### src/sas_pkg.sv
// Overview of operation
// RULE1 - Writing start while idle begins one conversion
// RULE2 - Start bit set until conversion completes
// RULE3 - Channel change waits for current conversion end
// RULE4 - Auto-trigger rising edge resets prescaler, starts conversion
// RULE5 - Held trigger or busy-time edges start nothing
// RULE6 - Trigger flag must be cleared between events
// RULE7 - Own done flag trigger free-runs regardless of clearing
// RULE8 - Start bit reads busy; write starts despite auto
// RULE9 - Prescaler runs while enabled, held reset otherwise
// RULE10 - Software keeps converter clock within resolution limits
// RULE11 - Software start begins at next converter rising edge
// RULE12 - Normal conversion 13 cycles, first one 25
// RULE13 - Sample-hold at 1.5 or 14.5 cycles
// RULE14 - Completion stores result, sets flag, clears start
// RULE15 - Triggered: sample at 2 cycles, plus 3 sync
// RULE16 - Free running restarts at once, start stays set
// RULE17 - Selections buffered, locked during conversion, unlocked last cycle
// RULE18 - Software waits one converter cycle before reselecting
// RULE19 - Software changes selection only at safe times
// RULE20 - Free-run channel change affects only later conversions
// RULE21 - Software discards first result after reference switch
// RULE22 - Sleep with irq enabled starts conversion on halt
// RULE23 - Enable powers converter, selections apply only enabled
// RULE24 - Divider field encoding chosen here: ratio two^(sel+1)
package sas_pkg;

    // ----------------------------------------------------------------
    // Register map
    // ----------------------------------------------------------------
    localparam logic [3:0] ADDR_CTRL_A = 4'h0;
    localparam logic [3:0] ADDR_CTRL_B = 4'h4;
    localparam logic [3:0] ADDR_INSEL  = 4'h8;
    localparam logic [3:0] ADDR_RESULT = 4'hc;

    // Control/status A fields
    localparam int BIT_ENABLE  = 7;
    localparam int BIT_START   = 6;
    localparam int BIT_AUTO    = 5;
    localparam int BIT_DONE    = 4;
    localparam int BIT_IRQ_EN  = 3;
    localparam int DIV_LSB     = 0;
    localparam int DIV_W       = 3;
    // Control/status B fields
    localparam int TRIG_LSB    = 0;
    localparam int TRIG_W      = 3;
    // Input select fields
    localparam int CHAN_LSB    = 0;
    localparam int CHAN_W      = 6;
    localparam int REF_LSB     = 6;
    localparam int REF_W       = 2;

    localparam int RES_W       = 10;
    localparam int PRE_W       = 7;
    localparam int HALF_W      = 6;

    localparam logic [2:0]  TRIG_FREE_RUN  = 3'h0;
    localparam logic [1:0]  SYNC_CYCLES    = 2'h3;
    localparam logic [31:0] RESET_WORD     = 32'h0;

    // ----------------------------------------------------------------
    // Conversion timing in converter half cycles
    // ----------------------------------------------------------------
    localparam logic [HALF_W-1:0] HALF_SH_NORMAL  = 6'h03;
    localparam logic [HALF_W-1:0] HALF_END_NORMAL = 6'h1a;
    localparam logic [HALF_W-1:0] HALF_SH_FIRST   = 6'h1d;
    localparam logic [HALF_W-1:0] HALF_END_FIRST  = 6'h32;
    localparam logic [HALF_W-1:0] HALF_SH_TRIG    = 6'h04;
    localparam logic [HALF_W-1:0] HALF_END_TRIG   = 6'h1b;
    localparam logic [HALF_W-1:0] HALF_ONE        = 6'h01;
    localparam logic [HALF_W-1:0] HALF_TWO        = 6'h02;

    typedef enum logic [1:0] {
        ST_IDLE = 2'b00,
        ST_ARM  = 2'b01,
        ST_SYNC = 2'b10,
        ST_CONV = 2'b11
    } sas_state_type;

    typedef enum logic [1:0] {
        KIND_NORMAL = 2'b00,
        KIND_FIRST  = 2'b01,
        KIND_TRIG   = 2'b10
    } sas_kind_type;

    function automatic logic [HALF_W-1:0] sasEndHalf(input sas_kind_type k);
        case (k)
            KIND_FIRST: sasEndHalf = HALF_END_FIRST;
            KIND_TRIG:  sasEndHalf = HALF_END_TRIG;
            default:    sasEndHalf = HALF_END_NORMAL;
        endcase
    endfunction

    function automatic logic [HALF_W-1:0] sasShHalf(input sas_kind_type k);
        case (k)
            KIND_FIRST: sasShHalf = HALF_SH_FIRST;
            KIND_TRIG:  sasShHalf = HALF_SH_TRIG;
            default:    sasShHalf = HALF_SH_NORMAL;
        endcase
    endfunction

endpackage

### src/sas_presc_if.sv
`timescale 1ns/1ps
interface sas_presc_if;
    import sas_pkg::*;
    logic             clear;
    logic [DIV_W-1:0] divSel;
    logic             halfTick;
    logic             riseTick;

    modport seq  (output clear, output divSel, input halfTick, input riseTick);
    modport presc(input clear, input divSel, output halfTick, output riseTick);
endinterface

### src/sas_prescaler.sv
`timescale 1ns/1ps
module sas_prescaler
    import sas_pkg::*;
(
    // Clock and reset
    input wire logic  clk,
    input wire logic  sys_rst,
    // Sequencer side
    sas_presc_if.presc pif
);
    logic [PRE_W-1:0] cnt_q;
    logic             phase_q;
    logic [PRE_W-1:0] mask;

    // Half period is two^sel clocks
    assign mask = ~({PRE_W{1'b1}} << pif.divSel); // RULE24
    assign pif.halfTick = ~pif.clear && ((cnt_q & mask) == mask);
    assign pif.riseTick = pif.halfTick && ~phase_q;

    always_ff @(posedge clk) begin
        if (sys_rst || pif.clear) begin // RULE9
            cnt_q <= '0;
        end else begin
            cnt_q <= cnt_q + 1'b1;
        end
    end

    always_ff @(posedge clk) begin
        if (sys_rst || pif.clear) begin
            phase_q <= 1'b0;
        end else if (pif.halfTick) begin
            phase_q <= ~phase_q;
        end
    end
endmodule // sas_prescaler

### src/sas_sequencer.sv
`timescale 1ns/1ps
module sas_sequencer
    import sas_pkg::*;
(
    // Clock and reset
    input  wire logic              clk,
    input  wire logic              sys_rst,
    // Wishbone slave
    input  wire logic              wb_cyc_i,
    input  wire logic              wb_stb_i,
    input  wire logic              wb_we_i,
    input  wire logic [3:0]        wb_adr_i,
    input  wire logic [3:0]        wb_sel_i,
    input  wire logic [31:0]       wb_dat_i,
    output logic      [31:0]       wb_dat_o,
    output logic                   wb_ack_o,
    // Trigger sources and sleep
    input  wire logic [6:0]        trigSrc,
    input  wire logic              cpuHalted,
    input  wire logic              sleepQuietMode,
    // Converter core
    input  wire logic [RES_W-1:0]  sarData,
    output logic                   adcPowered,
    output logic      [CHAN_W-1:0] muxChannel,
    output logic      [REF_W-1:0]  refSelect,
    output logic                   sampleHold,
    output logic                   convActive,
    output logic                   convDoneIrq
);
    // ----------------------------------------------------------------
    // State
    // ----------------------------------------------------------------
    sas_state_type     state_q;
    sas_kind_type      kind_q;
    logic [HALF_W-1:0] halfIdx_q;
    logic [1:0]        syncCnt_q;
    logic              enable_q, autoEn_q, doneFlag_q, irqEn_q, firstPend_q;
    logic [DIV_W-1:0]  divSel_q;
    logic [TRIG_W-1:0] trigSel_q;
    logic [CHAN_W-1:0] chanReg_q, chanLive_q;
    logic [REF_W-1:0]  refReg_q, refLive_q;
    logic [RES_W-1:0]  result_q;
    logic              trigPrev_q, haltPrev_q, sh_q, ack_q;
    logic [31:0]       rdat_q;

    sas_presc_if pif();

    sas_prescaler u_presc (
        .clk     (clk),
        .sys_rst (sys_rst),
        .pif     (pif)
    );

    // ----------------------------------------------------------------
    // Bus decode
    // ----------------------------------------------------------------
    logic wbReq, wrA, wrB, wrSel;
    logic swStart, freeRun, trigLevel, trigEdge, trigAccept, sleepStart;
    logic complete, unlock, syncDone, newEnable;
    logic [7:0] trigVec;

    assign wbReq    = wb_cyc_i && wb_stb_i;
    assign wrA      = wbReq && wb_we_i && ack_q && wb_sel_i[0] && (wb_adr_i == ADDR_CTRL_A);
    assign wrB      = wbReq && wb_we_i && ack_q && wb_sel_i[0] && (wb_adr_i == ADDR_CTRL_B);
    assign wrSel    = wbReq && wb_we_i && ack_q && wb_sel_i[0] && (wb_adr_i == ADDR_INSEL);
    assign wb_ack_o = ack_q;
    assign wb_dat_o = rdat_q;

    always_ff @(posedge clk) begin
        if (sys_rst) begin
            ack_q <= 1'b0;
        end else begin
            ack_q <= wbReq && ~ack_q;
        end
    end

    always_ff @(posedge clk) begin
        if (sys_rst) begin
            rdat_q <= RESET_WORD;
        end else if (wbReq && ~ack_q) begin
            rdat_q <= RESET_WORD;
            case (wb_adr_i)
                ADDR_CTRL_A: begin
                    rdat_q[BIT_ENABLE]               <= enable_q;
                    rdat_q[BIT_START]                <= state_q != ST_IDLE; // RULE8
                    rdat_q[BIT_AUTO]                 <= autoEn_q;
                    rdat_q[BIT_DONE]                 <= doneFlag_q;
                    rdat_q[BIT_IRQ_EN]               <= irqEn_q;
                    rdat_q[DIV_LSB +: DIV_W]         <= divSel_q;
                end
                ADDR_CTRL_B: rdat_q[TRIG_LSB +: TRIG_W] <= trigSel_q;
                ADDR_INSEL: begin
                    rdat_q[CHAN_LSB +: CHAN_W]       <= chanReg_q;
                    rdat_q[REF_LSB +: REF_W]         <= refReg_q;
                end
                ADDR_RESULT: rdat_q[RES_W-1:0]       <= result_q;
                default:     rdat_q                  <= RESET_WORD;
            endcase
        end
    end

    // ----------------------------------------------------------------
    // Software registers
    // ----------------------------------------------------------------
    assign newEnable = wrA ? wb_dat_i[BIT_ENABLE] : enable_q;

    always_ff @(posedge clk) begin
        if (sys_rst) begin
            enable_q  <= 1'b0;
            autoEn_q  <= 1'b0;
            irqEn_q   <= 1'b0;
            divSel_q  <= '0;
            trigSel_q <= '0;
            chanReg_q <= '0;
            refReg_q  <= '0;
        end else begin
            if (wrA) begin
                enable_q <= wb_dat_i[BIT_ENABLE];
                autoEn_q <= wb_dat_i[BIT_AUTO];
                irqEn_q  <= wb_dat_i[BIT_IRQ_EN];
                divSel_q <= wb_dat_i[DIV_LSB +: DIV_W];
            end
            if (wrB) begin
                trigSel_q <= wb_dat_i[TRIG_LSB +: TRIG_W];
            end
            if (wrSel) begin
                chanReg_q <= wb_dat_i[CHAN_LSB +: CHAN_W];
                refReg_q  <= wb_dat_i[REF_LSB +: REF_W];
            end
        end
    end

    // First conversion after power-up is the long one
    always_ff @(posedge clk) begin
        if (sys_rst) begin
            firstPend_q <= 1'b0;
        end else if (newEnable && ~enable_q) begin
            firstPend_q <= 1'b1; // RULE12
        end else if (state_q == ST_CONV) begin
            firstPend_q <= 1'b0;
        end
    end

    // ----------------------------------------------------------------
    // Start sources
    // ----------------------------------------------------------------
    assign trigVec    = {trigSrc, doneFlag_q};
    assign freeRun    = autoEn_q && (trigSel_q == TRIG_FREE_RUN);
    assign trigLevel  = trigVec[trigSel_q];
    assign trigEdge   = trigLevel && ~trigPrev_q; // RULE6
    // Edges only count while idle; a held level never retriggers
    assign trigAccept = trigEdge && autoEn_q && ~freeRun && enable_q && (state_q == ST_IDLE); // RULE4 RULE5
    assign swStart    = wrA && wb_dat_i[BIT_START] && wb_dat_i[BIT_ENABLE] && (state_q == ST_IDLE); // RULE1 RULE8
    assign sleepStart = cpuHalted && ~haltPrev_q && sleepQuietMode && enable_q && ~autoEn_q
                        && irqEn_q && (state_q == ST_IDLE) && ~wrA; // RULE22
    assign syncDone   = (state_q == ST_SYNC) && (syncCnt_q == SYNC_CYCLES - 2'h1);
    assign complete   = (state_q == ST_CONV) && pif.halfTick && (halfIdx_q == sasEndHalf(kind_q) - HALF_ONE);
    assign unlock     = (state_q == ST_CONV) && (halfIdx_q >= sasEndHalf(kind_q) - HALF_TWO);

    always_ff @(posedge clk) begin
        if (sys_rst) begin
            trigPrev_q <= 1'b0;
            haltPrev_q <= 1'b0;
        end else begin
            trigPrev_q <= trigLevel;
            haltPrev_q <= cpuHalted;
        end
    end

    // Prescaler held in reset while off, restarted by a trigger
    assign pif.clear  = ~enable_q || syncDone; // RULE9 RULE4
    assign pif.divSel = divSel_q;

    // ----------------------------------------------------------------
    // Conversion sequencer
    // ----------------------------------------------------------------
    always_ff @(posedge clk) begin
        if (sys_rst || ~newEnable) begin
            state_q   <= ST_IDLE;
            kind_q    <= KIND_NORMAL;
            halfIdx_q <= '0;
            syncCnt_q <= '0;
        end else begin
            case (state_q)
                ST_IDLE: begin
                    if (swStart || sleepStart) begin
                        state_q <= ST_ARM;
                    end else if (trigAccept) begin
                        state_q   <= ST_SYNC; // RULE15
                        syncCnt_q <= '0;
                    end
                end
                ST_ARM: begin
                    if (pif.riseTick) begin
                        state_q   <= ST_CONV; // RULE11
                        kind_q    <= firstPend_q ? KIND_FIRST : KIND_NORMAL;
                        halfIdx_q <= '0;
                    end
                end
                ST_SYNC: begin
                    syncCnt_q <= syncCnt_q + 2'h1;
                    if (syncDone) begin
                        state_q   <= ST_CONV;
                        kind_q    <= firstPend_q ? KIND_FIRST : KIND_TRIG;
                        halfIdx_q <= '0;
                    end
                end
                ST_CONV: begin
                    if (complete) begin
                        halfIdx_q <= '0;
                        kind_q    <= KIND_NORMAL;
                        // Own flag as source keeps converting, cleared or not
                        state_q   <= freeRun ? ST_CONV : ST_IDLE; // RULE2 RULE7 RULE14 RULE16
                    end else if (pif.halfTick) begin
                        halfIdx_q <= halfIdx_q + HALF_ONE; // RULE12
                    end
                end
                default: state_q <= ST_IDLE;
            endcase
        end
    end

    // Sample-and-hold strobe to the core
    always_ff @(posedge clk) begin
        if (sys_rst) begin
            sh_q <= 1'b0;
        end else begin
            sh_q <= (state_q == ST_CONV) && pif.halfTick
                    && (halfIdx_q == sasShHalf(kind_q) - HALF_ONE); // RULE13 RULE15
        end
    end

    // Result and completion flag; a set beats a software clear
    always_ff @(posedge clk) begin
        if (sys_rst) begin
            result_q   <= '0;
            doneFlag_q <= 1'b0;
        end else begin
            if (complete) begin
                result_q   <= sarData; // RULE14
                doneFlag_q <= 1'b1;
            end else if (wrA && wb_dat_i[BIT_DONE]) begin
                doneFlag_q <= 1'b0;
            end
        end
    end

    // Selection buffer: follows software while enabled, except while locked
    always_ff @(posedge clk) begin
        if (sys_rst) begin
            chanLive_q <= '0;
            refLive_q  <= '0;
        end else if (enable_q && (state_q != ST_CONV || unlock)) begin // RULE3 RULE17 RULE20 RULE23
            chanLive_q <= chanReg_q;
            refLive_q  <= refReg_q;
        end
    end

    assign adcPowered  = enable_q; // RULE23
    assign muxChannel  = chanLive_q;
    assign refSelect   = refLive_q;
    assign sampleHold  = sh_q;
    assign convActive  = state_q == ST_CONV;
    assign convDoneIrq = doneFlag_q && irqEn_q; // RULE22

    // ----------------------------------------------------------------
    // Check helpers
    // ----------------------------------------------------------------
    logic [HALF_W-1:0] tally_q;

    // Half periods seen in this conversion, kept apart from the sequencer
    always_ff @(posedge clk) begin
        if (sys_rst || state_q != ST_CONV || complete) begin
            tally_q <= '0;
        end else if (pif.halfTick) begin
            tally_q <= tally_q + HALF_ONE;
        end
    end
endmodule // sas_sequencer
### config.mk
export PLATFORM = sky130hd
export DESIGN_NAME = sas_sequencer
export DESIGN_NICKNAME = d
export VERILOG_FILES = /design/src/sas_pkg.sv /design/src/sas_presc_if.sv /design/src/sas_prescaler.sv /design/src/sas_sequencer.sv
export SDC_FILE = /design/constraint.sdc
export NUM_CORES = 1
export LEC_CHECK = 0
export BUFFER_PORTS_ARGS = -buffer_cell sky130_fd_sc_hd__clkbuf_2
export CAP_MARGIN = 20
export CELL_PAD_IN_SITES_DETAIL_PLACEMENT = 1
export CELL_PAD_IN_SITES_GLOBAL_PLACEMENT = 1
export CORE_MARGIN = 5
export CORE_UTILIZATION = 34
export CTS_CLUSTER_DIAMETER = 150
export DETAILED_ROUTE_END_ITERATION = 10
export HOLD_SLACK_MARGIN = 0.15
export PLACE_DENSITY = 0.86
export SYNTH_ARGS = -nofsm -noshare
export SYNTH_HDL_FRONTEND = slang
export SYNTH_HIERARCHICAL = 1
export SYNTH_SLANG_ARGS = --single-unit
### constraint.sdc
create_clock -name clk -period 2.4 [get_ports clk]
set_clock_uncertainty 0.05 [all_clocks]
set_input_delay 0.12 -clock clk [delete_from_list [all_inputs] [get_ports clk]]
set_output_delay 0.12 -clock clk [all_outputs]
set_load 0.005 [all_outputs]
==> impl_metrics.json, run 1 <==
{
  "outcome": "finished with violations",
  "failed_checks": "negative setup slack",
  "final_core_util": 0.448,
  "p_leak_nw": 1.92,
  "max_freq_ghz": 0.377,
  "syn_to_final_growth_pct": 29.3,
  "via_per_inst": 5.10,
  "post_drt_wl_per_cell_um": 17.3,
  "core_sq_um": 10300,
  "rows": 37,
  "grt.busiest_layer": "met2",
  "tightest_slew_ps": 587,
  "antenna_cells": 0,
  "rsz0062_at_grt": "yes",
  "hold_viol": 0,
  "reg2reg_slack_ps": -250,
  "yosysWarningCount": 6,
  "startpoint_type": "register",
  "crit_arrival_ps": 2830,
  "grtUsageTotal": 0.170,
  "ys_types": 62,
  "grt_util_met3": 0.0356,
  "cts_num_sinks": 71,
  "synth_top_area_cell": "dfxtp_1",
  "crit_path_top_delay_cell": "a2111o_1",
  "ys_top_cells_by_area": "dfxtp_1, mux2i_1, nor2_1",
  "setup_viol": 21,
  "io_pins": 109,
  "cellPowerDensity_nw_per_um2": 506,
  "clockBufferDepth": 2,
  "synth.top_cell.area_share": 0.399,
  "use_met1": 0.198,
  "final_max_slew_viol_count": 0,
  "clk_latency_ps": 350,
  "via_count": 3229,
  "gp_congestion": 0.824,
  "drtPass1Iterations": 4,
  "yosysMostFrequentCell": "dfxtp_1",
  "fin_crit_ps": 2650,
  "antenna_found_initial": 0,
  "cp_top_family": "compound AO/OA/AOI/OAI gates",
  "dieArea_sq_um": 12600,
  "fill_cells": 1235,
  "slew_headroom": 0.608,
  "r2r-start": "syncCnt_q[0]",
  "path_buf_inv": 3,
  "h-tree-depth": 3,
  "grt_max_degree": 50,
  "final.setup.worst_slack_ps": -252,
  "hpwl_mm": 7.73,
  "synth_edf_count": 0,
  "crit_start": "syncCnt_q[0]",
  "hold_start": "wb_adr_i[0]",
  "min_period_over_period": 1.11,
  "grt_pass1_vias": 3498,
  "ir_drop_uv": 249,
  "design_area_sq_um": 4600,
  "cts_tree": "built",
  "synthTopCellsByCount": "dfxtp_1, nor2_1, mux2i_1, buf_4, nand2_1",
  "port_buffers": 59,
  "end_kind": "register",
  "die_w_um": 112,
  "cp_data_required_time_ps": 2580,
  "synth_flop_cell": "dfxtp_1",
  "syn_area_per_cell_sq_um": 9.15,
  "cts_inserted_buffers": 9,
  "path_cells": "inv_2 > ha_4 > nand2_2 > nand2_2 > a21o_1 > a2111o_1 > inv_2 > nand4_4 > nor4b_4 > a21oi_4 > buf_6 > a211oi_4 > o22ai_1",
  "drc": 0,
  "drt_iter0_drc": 106,
  "nets": 566,
  "maxCapViolCount": 0,
  "synth.ff_latch_count": 71,
  "seq_area_frac_synth": 0.399,
  "ys_async_sr_fraction": 0,
  "antenna_left": 0,
  "drt_wl_total_mm": 11.0,
  "netlist_area_sq_um": 3560,
  "placed_area_sq_um": 4060,
  "min_path_type": "in -> reg",
  "grt_use_met2": 0.305,
  "grt_pass1_wl_mm": 17.3,
  "root_buffer": "clkbuf_8",
  "overflow": 0,
  "clkTransAtPathRegs_ps": 80,
  "crit_fanout": 6,
  "slowest_delay_ps": 400,
  "start_util": 0.346,
  "syn_inst": 389,
  "chipHeight_um": 112,
  "drive_gt1_frac": 0.296,
  "critPathKind": "reg -> reg"
}
final cells by class:
class | count | area (sq um) | area share
clock buffers | 11 | 151 | 0.0329
clock inverters | 5 | 63.8 | 0.0139
inverters | 15 | 56.3 | 0.0122
multi-input cells | 285 | 2000 | 0.435
flip-flops and latches | 71 | 1420 | 0.309
well taps | 136 | 170 | 0.0370
repair buffers | 110 | 736 | 0.160
placed cells by master (no fill, tap or decap), types with 3 or more instances in the layout:
master,synthesis,layout
conb_1,1,22
xor2_1,7,7
nand2b_1,5,4
nor2b_1,5,5
inv_2,0,3
inv_1,15,12
nand2_2,1,3
nand3_1,15,15
nand4b_1,3,3
clkbuf_2,0,59
dlygate4sd3_1,0,20
mux4_2,3,3
ha_1,10,8
nand2_1,19,17
xnor2_1,3,3
mux2_2,5,5
clkbuf_8,0,11
buf_4,23,29
nor2_1,53,53
dfxtp_1,71,69
a2bb2oi_1,6,6
nand4_1,7,7
o21ai_0,13,13
mux2i_1,33,33
a22oi_1,10,10
a21oi_1,18,17
where the power goes:
part	leakage, nW	switching, mW	internal, mW	total [mW]
Clock	0.106	0.485	0.544	1.03
Combinational	1.25	0.0650	0.0549	0.120
Sequential	0.573	0.000741	1.18	1.18
flip-flops by register name, indices dropped and copies added, names as in the netlist, 3 cells and up:
register	count
halfIdx_q	6
chanReg_q	6
divSel_q	3
wb_dat_o	10
result_q	10
u_presc/cnt_q	7
muxChannel	6
trigSel_q	3
logic make-up after synthesis:
family / share of synthesized area
and+or+nand+nor: 0.205
DFF: 0.399
AOI/OAI and AO/OA: 0.120
buffers and inverters: 0.0830
muxes: 0.132
adders and majority gates: 0.0352
xor gates and xnor gates: 0.0246
other: 0.00105
layer usage:
layer  routed length [um]  vias up
li1                     -     1527
met1                 4490     1601
met2                 5850       81
met3                  422       20
met4                  208        0
met5                    0        -
worst min-delay path, delay by kind of cell:
| family | cells | cell delay (ps) |
|---|---|---|
| buffers and inverters | 2 | 240 |
| AOI/OAI and AO/OA | 1 | 60 |
| and+or+nand+nor | 2 | 130 |
worst paths after layout:
kind	endpoint	cells after the start
max	state_q[1]	13
min	wb_dat_o[9]	5
max reg2reg	state_q[1]	13
min reg2reg	wb_dat_o[9]	2
timing repair:
action | 4_1_cts | 5_1_grt
hold endpoints to repair | 30 | 0
hold buffers | 20 | 0
endpoints found under the setup margin | 21 | 29
pin swaps | 6 | 6
setup buffers | 4 | 4
gates resized for setup | 7 | 8
stage by stage:
stage | hold slack [ps] | setup WS, ps | total power, mW | std cells | TNS, ps
2_1_floorplan | 198 | -90.9 | 1.28 | 410 | -217
5_1_grt | 198 | -382 | 2.42 | 633 | -5350
3_5_place_dp | 307 | -252 | 1.30 | 589 | -3920
4_1_cts | 178 | -123 | 2.35 | 629 | -1010
3_3_place_gp | 300 | -147 | 1.29 | 589 | -1690
6_report | 194 | -252 | 2.33 | 633 | -2930
(Power assumes the default switching activity.)
==> run 2: changes to the inputs <==
--- a/config.mk
+++ b/config.mk
@@ -14,8 +14,7 @@
 export CTS_CLUSTER_DIAMETER = 150
 export DETAILED_ROUTE_END_ITERATION = 10
 export HOLD_SLACK_MARGIN = 0.15
-export PLACE_DENSITY = 0.86
+export PLACE_DENSITY = 0.87
 export SYNTH_ARGS = -nofsm -noshare
 export SYNTH_HDL_FRONTEND = slang
-export SYNTH_HIERARCHICAL = 1
 export SYNTH_SLANG_ARGS = --single-unit
==> run 2 against run 1 <==
Effect of this change:
- the run still ends with negative setup slack left
- clock-buffer cell count is 1 lower
- first-iteration DRC count is 21% higher
- synthesized area is 1.8% lower
- flip-flop and latch count stayed put
- sequential power hardly changed
- via count is 1.1% lower
- critical path type unchanged
- largest cell class unchanged
==> impl_metrics.json, run 2 <==
{
  "core_sq_um": 10200,
  "crit_arrival_ps": 2670,
  "hpwl_mm": 7.71,
  "yosysMostFrequentCell": "dfxtp_1",
  "die_w_um": 111,
  "antenna_left": 0,
  "start_util": 0.343,
  "reg2reg_slack_ps": -60,
  "synth.top_cell.area_share": 0.407,
  "failed_checks": "negative setup slack",
  "min_path_type": "in -> reg",
  "chipHeight_um": 111,
  "drtPass1Iterations": 4,
  "placed_cells": 589,
  "antenna_found_initial": 0,
  "via_per_inst": 5.08,
  "root_buffer": "clkbuf_8",
  "grt_pass1_wl_mm": 17.6,
  "ys_types": 56,
  "slew_headroom": 0.513,
  "grt_max_degree": 51,
  "cts_tree": "built",
  "cellPowerDensity_nw_per_um2": 499,
  "h-tree-depth": 3,
  "seq_area_frac_synth": 0.407,
  "drc": 0,
  "io_pins": 109,
  "overflow": 0,
  "synth_edf_count": 0,
  "ys_async_sr_fraction": 0,
  "cp_data_required_time_ps": 2610,
  "rr_endpoint": "halfIdx_q[3]",
  "finalNonFillerCells": 628,
  "clk_latency_ps": 360,
  "cts_inserted_buffers": 9,
  "yosysWarningCount": 0,
  "setup_viol": 4,
  "drive_gt1_frac": 0.303,
  "final.setup.worst_slack_ps": -60.7,
  "critPathKind": "reg -> reg",
  "cts_num_sinks": 71,
  "ys_top_cells_by_area": "dfxtp_1, mux2i_1, nor2_1",
  "crit_start": "state_q[0]",
  "max_freq_ghz": 0.406,
  "drt_wl_total_mm": 11.7,
  "r2r-start": "state_q[0]",
  "synth.ff_latch_count": 71,
  "rsz0062_at_grt": "yes",
  "ir_drop_uv": 272,
  "synthTopCellsByCount": "dfxtp_1, nor2_1, mux2i_1, buf_4, a21oi_1",
  "synth_top_area_cell": "dfxtp_1",
  "final_core_util": 0.453,
  "maxCapViolCount": 0,
  "final_max_slew_viol_count": 0,
  "antenna_cells": 0,
  "final_common_cell": "dfxtp_1",
  "gp_congestion": 0.808,
  "grtUsageTotal": 0.179,
  "synth_flop_cell": "dfxtp_1",
  "nets": 561,
  "crit_end": "halfIdx_q[3]",
  "post-place-ws_ps": -101,
  "post_drt_wl_per_cell_um": 18.6,
  "total_power_mw": 2.30,
  "p_leak_nw": 2.02,
  "setup_tns_ps": -159,
  "outcome": "finished with violations",
  "syn_to_final_growth_pct": 32.1,
  "port_buffers": 59,
  "min_period_over_period": 1.03,
  "crit_fanout": 3,
  "grt_pass1_vias": 3387,
  "end_kind": "register",
  "via_count": 3192,
  "startpoint_type": "register",
  "netlist_area_sq_um": 3490,
  "fill_cells": 1211,
  "hold_viol": 0,
  "syn_area_per_cell_sq_um": 9.22,
  "final_cell_mix": "dfxtp_1, nor2_1, clkbuf_2",
  "drt_iter0_drc": 128,
  "clockBufferDepth": 2,
  "clkTransAtPathRegs_ps": 80,
  "tightest_slew_ps": 724,
  "fin_crit_ps": 2460,
  "dieArea_sq_um": 12400,
  "rows": 37,
  "syn_inst": 379,
  "reg2reg_depth": 10
}
-- run 2: cell count changes after synthesis, sizes merged, moves of 3 or more --
cell,previous run,this run
a31o,3,0
nand4,8,4
o21ai,16,8
inv,15,11
mux2i,33,37
nor2,54,66
buf,28,24
nand3,16,7
a2bb2oi,6,0
nand4b,3,0
-- run 2: worst min-delay path by stage --
stage	start	endpoint	slack [ps]	cells after the start
global placement	sarData[3]	result_q[3]	300	3
finish	wb_adr_i[0]	wb_dat_o[8]	230	5
CTS	wb_adr_i[0]	wb_dat_o[9]	170	5
detailed placement	sarData[4]	result_q[4]	320	3
global route	wb_adr_i[1]	wb_dat_o[8]	240	5
floorplan	cpuHalted	haltPrev_q	200	1
-- run 2: through the flow --
| step | hold slack (ps) | instance area (sq um) |
|---|---|---|
| 2_1_floorplan | 198 | 3620 |
| 3_3_place_gp | 302 | 4100 |
| 3_5_place_dp | 317 | 4100 |
| 4_1_cts | 172 | 4550 |
| 5_1_grt | 244 | 4610 |
| 6_report | 230 | 4610 |
-- run 2: where the power goes --
part	internal (mW)	switching [mW]	leakage [nW]
clock network	0.486	0.513	0.0891
registers	1.18	0.000943	0.574
logic	0.0567	0.0673	1.35
-- run 2: critical path, cell delays in order (launching register included) --
cell and delay (ps):
dfxtp_2 350, inv_2 50, ha_4 170, a21boi_4 180, a21bo_4 260, or4_4 420
a2111o_1 460, buf_6 140, buf_6 100, xor2_1 130, nor2_1 50
-- run 2: cell type report --
type | instances | area (sq um) | share of cell area
timing repair buffer | 112 | 763 | 0.165
inverter | 11 | 41.3 | 0.00895
clock inverter | 6 | 70.1 | 0.0152
sequential | 71 | 1430 | 0.309
tap | 136 | 170 | 0.0369
multi-input combinational | 282 | 2010 | 0.437
clock buffer | 10 | 128 | 0.0277
-- run 2: metal layers --
| metal | wire, um | share of wire | global-route usage | vias up |
|---|---|---|---|---|
| met4 | 293 | 0.025 | 0.0681 | 0 |
| met5 | 0 | 0 | 0 | - |
| li1 | - | - | - | 1491 |
| met2 | 6270 | 0.54 | 0.334 | 88 |
| met3 | 483 | 0.041 | 0.0429 | 23 |
| met1 | 4640 | 0.40 | 0.195 | 1590 |
-- run 2: what timing repair did --
action                                  CTS  global route
resized for setup                        10            10
hold endpoints to repair                 30             0
buffers inserted                          1             2
pin swaps                                 9             4
endpoints found under the setup margin   13             4
hold buffers                             20             0
-- run 2: cell families after synthesis --
family                   count (synthesis)  synth area share
flip-flops                              71             0.407
buffers and inverters                   47            0.0741
multiplexers                            48             0.158
other                                    1           0.00107
AO/OA/AOI/OAI                           55             0.103
adder cells (fa/ha/maj)                 10            0.0358
XOR/XNOR                                10            0.0251
AND/OR/NAND/NOR                        137             0.197
==> run 3: changes to the inputs <==
--- a/config.mk
+++ b/config.mk
@@ -13,8 +13,10 @@
 export CORE_UTILIZATION = 34
 export CTS_CLUSTER_DIAMETER = 150
 export DETAILED_ROUTE_END_ITERATION = 10
+export GPL_TIMING_DRIVEN = 0
 export HOLD_SLACK_MARGIN = 0.15
-export PLACE_DENSITY = 0.87
+export PLACE_DENSITY = 0.86
 export SYNTH_ARGS = -nofsm -noshare
 export SYNTH_HDL_FRONTEND = slang
+export SYNTH_HIERARCHICAL = 1
 export SYNTH_SLANG_ARGS = --single-unit
==> run 3 against run 2 <==
Effect of this change:
- via count grew 5.5%
- wire length grew 5.3%
- the flow still finishes with violations (negative setup slack)
- first-iteration DRC count shrank 9.4%
==> impl_metrics.json, run 3 (same netlist as run 1, synthesis figures left out) <==
{
  "outcome": "finished with violations",
  "failed_checks": "negative setup slack",
  "p_leak_nw": 2.06,
  "drt_iter0_drc": 116,
  "startpoint_type": "register",
  "post_drt_wl_per_cell_um": 18.7,
  "fill_cells": 1209,
  "switching_share": 0.213,
  "cellPowerDensity_nw_per_um2": 560,
  "clk_latency_ps": 370,
  "via_per_inst": 5.12,
  "antenna_left": 0,
  "p_sw_mw": 0.584,
  "drc": 0,
  "slowest_delay_ps": 450,
  "p_comb_frac": 0.057,
  "grt_pass1_vias": 3639,
  "min_path_type": "in -> reg",
  "clkTransAtPathRegs_ps": 80,
  "port_buffers": 59,
  "m1WireLength_mm": 4.72,
  "core_sq_um": 10300,
  "crit_arrival_ps": 3060,
  "maxCapViolCount": 0,
  "seqPwrFrac": 0.428,
  "syn_to_final_growth_pct": 37.8,
  "tightest_slew_ps": 683,
  "fin_crit_ps": 2810,
  "io_pins": 109,
  "cts_inserted_buffers": 9,
  "cp_top_family": "simple AND/OR/NAND/NOR gates",
  "crit_fanout": 3,
  "critPathMostFrequentCell": "nand2_2",
  "cts_num_sinks": 71,
  "final_common_cell": "dfxtp_1",
  "drt_wl_total_mm": 12.3,
  "dr_wl_met2_mm": 6.55,
  "critPathKind": "reg -> reg",
  "overflow": 0,
  "antenna_found_initial": 0,
  "setup_viol": 21,
  "hpwl_mm": 8.07,
  "rsz0062_at_grt": "yes",
  "nets": 591,
  "drive_gt1_frac": 0.322,
  "dieArea_sq_um": 12600,
  "total_power_mw": 2.75,
  "max_freq_ghz": 0.356,
  "rows": 37,
  "p_int_mw": 2.16,
  "slew_headroom": 0.541,
  "met3WireLength_um": 552,
  "grt_max_degree": 14,
  "crit_path_top_delay_cell": "a2111o_1",
  "path_cells": "inv_4 > ha_4 > nand2_2 > nand2_2 > a21o_1 > a2111o_1 > inv_2 > nand4_4 > nor4b_4 > buf_4 > a31oi_1 > or3b_1 > a21boi_1",
  "design_area_sq_um": 4900,
  "antenna_cells": 0,
  "h-tree-depth": 3,
  "via_count": 3366,
  "drtPass1Iterations": 5,
  "min_period_over_period": 1.17,
  "cts_tree": "built",
  "maxUsedRoutingLayer": "met4",
  "post-place-ws_ps": -501,
  "cp_data_required_time_ps": 2650,
  "final_core_util": 0.477,
  "placed_area_sq_um": 4140,
  "final_cell_mix": "dfxtp_1, clkbuf_2, nor2_1",
  "ir_drop_uv": 308,
  "gp_congestion": 0.835,
  "die_w_um": 112,
  "final.setup.worst_slack_ps": -412,
  "final_max_slew_viol_count": 0,
  "chipHeight_um": 112,
  "clockBufferDepth": 2,
  "end_kind": "register",
  "clockPowerShare": 0.514,
  "path_buf_inv": 3,
  "root_buffer": "clkbuf_8",
  "start_util": 0.346,
  "grtUsageTotal": 0.186,
  "grt_pass1_wl_mm": 18.7,
  "hold_viol": 0
}
## run 3: metrics by stage
stage	hold WS, ps	std cells	setup TNS (ps)
final	232	658	-6290
after global routing	263	658	-7790
after CTS	168	652	-4530
after detailed placement	318	605	-9410
after global placement	301	605	-8550
after floorplan	198	410	-217
## run 3: per-layer routing
metal	track usage	vias to the layer above
li1	-	1580
met4	0.0865	0
met1	0.197	1632
met3	0.0399	35
met5	0	-
met2	0.348	119
## run 3: power by group through the flow
stage	Clock, mW	Sequential, mW	Combinational (mW)
2_1_floorplan	0	1.21	0.0689
3_3_place_gp	0	1.21	0.119
3_5_place_dp	0	1.21	0.122
4_1_cts	1.41	1.18	0.150
5_1_grt	1.48	1.18	0.171
6_report	1.41	1.18	0.158
## run 3: final timing paths
check	from	depth (start not counted)	slack, ps	to
setup reg to reg	state_q[0]	13	-410	kind_q[0]
hold / removal	trigSrc[0]	4	230	trigPrev_q
setup / recovery	state_q[0]	13	-410	kind_q[0]
hold reg to reg	muxChannel[4]	2	440	muxChannel[4]
## run 3: area by class of cell
class	instances	area, sq um	share of cell area
Multi-Input combinational cell	285	2040	0.415
Sequential cell	71	1430	0.292
Timing Repair Buffer	96	652	0.133
Buffer	39	264	0.0538
Tap cell	136	170	0.0347
Clock inverter	7	168	0.0342
Clock buffer	9	124	0.0253
Inverter	15	58.8	0.0120
## run 3: worst register-to-register path, stage by stage, from the launching register on
cell	delay, ps
dfxtp_4	370
inv_4	40
ha_4	150
nand2_2	70
nand2_2	50
a21o_1	160
a2111o_1	450
inv_2	110
nand4_4	110
nor4b_4	350
buf_4	210
a31oi_1	110
or3b_1	400
a21boi_1	120
## run 3: what timing repair did
| item | CTS | global route |
|---|---|---|
| hold buffers | 23 | 0 |
| pin swaps | 10 | 16 |
| setup buffers | 8 | 6 |
| endpoints found under the setup margin | 21 | 29 |
| gates resized for setup | 12 | 19 |
| cloned | 0 | 1 |
| hold endpoints to repair | 32 | 0 |
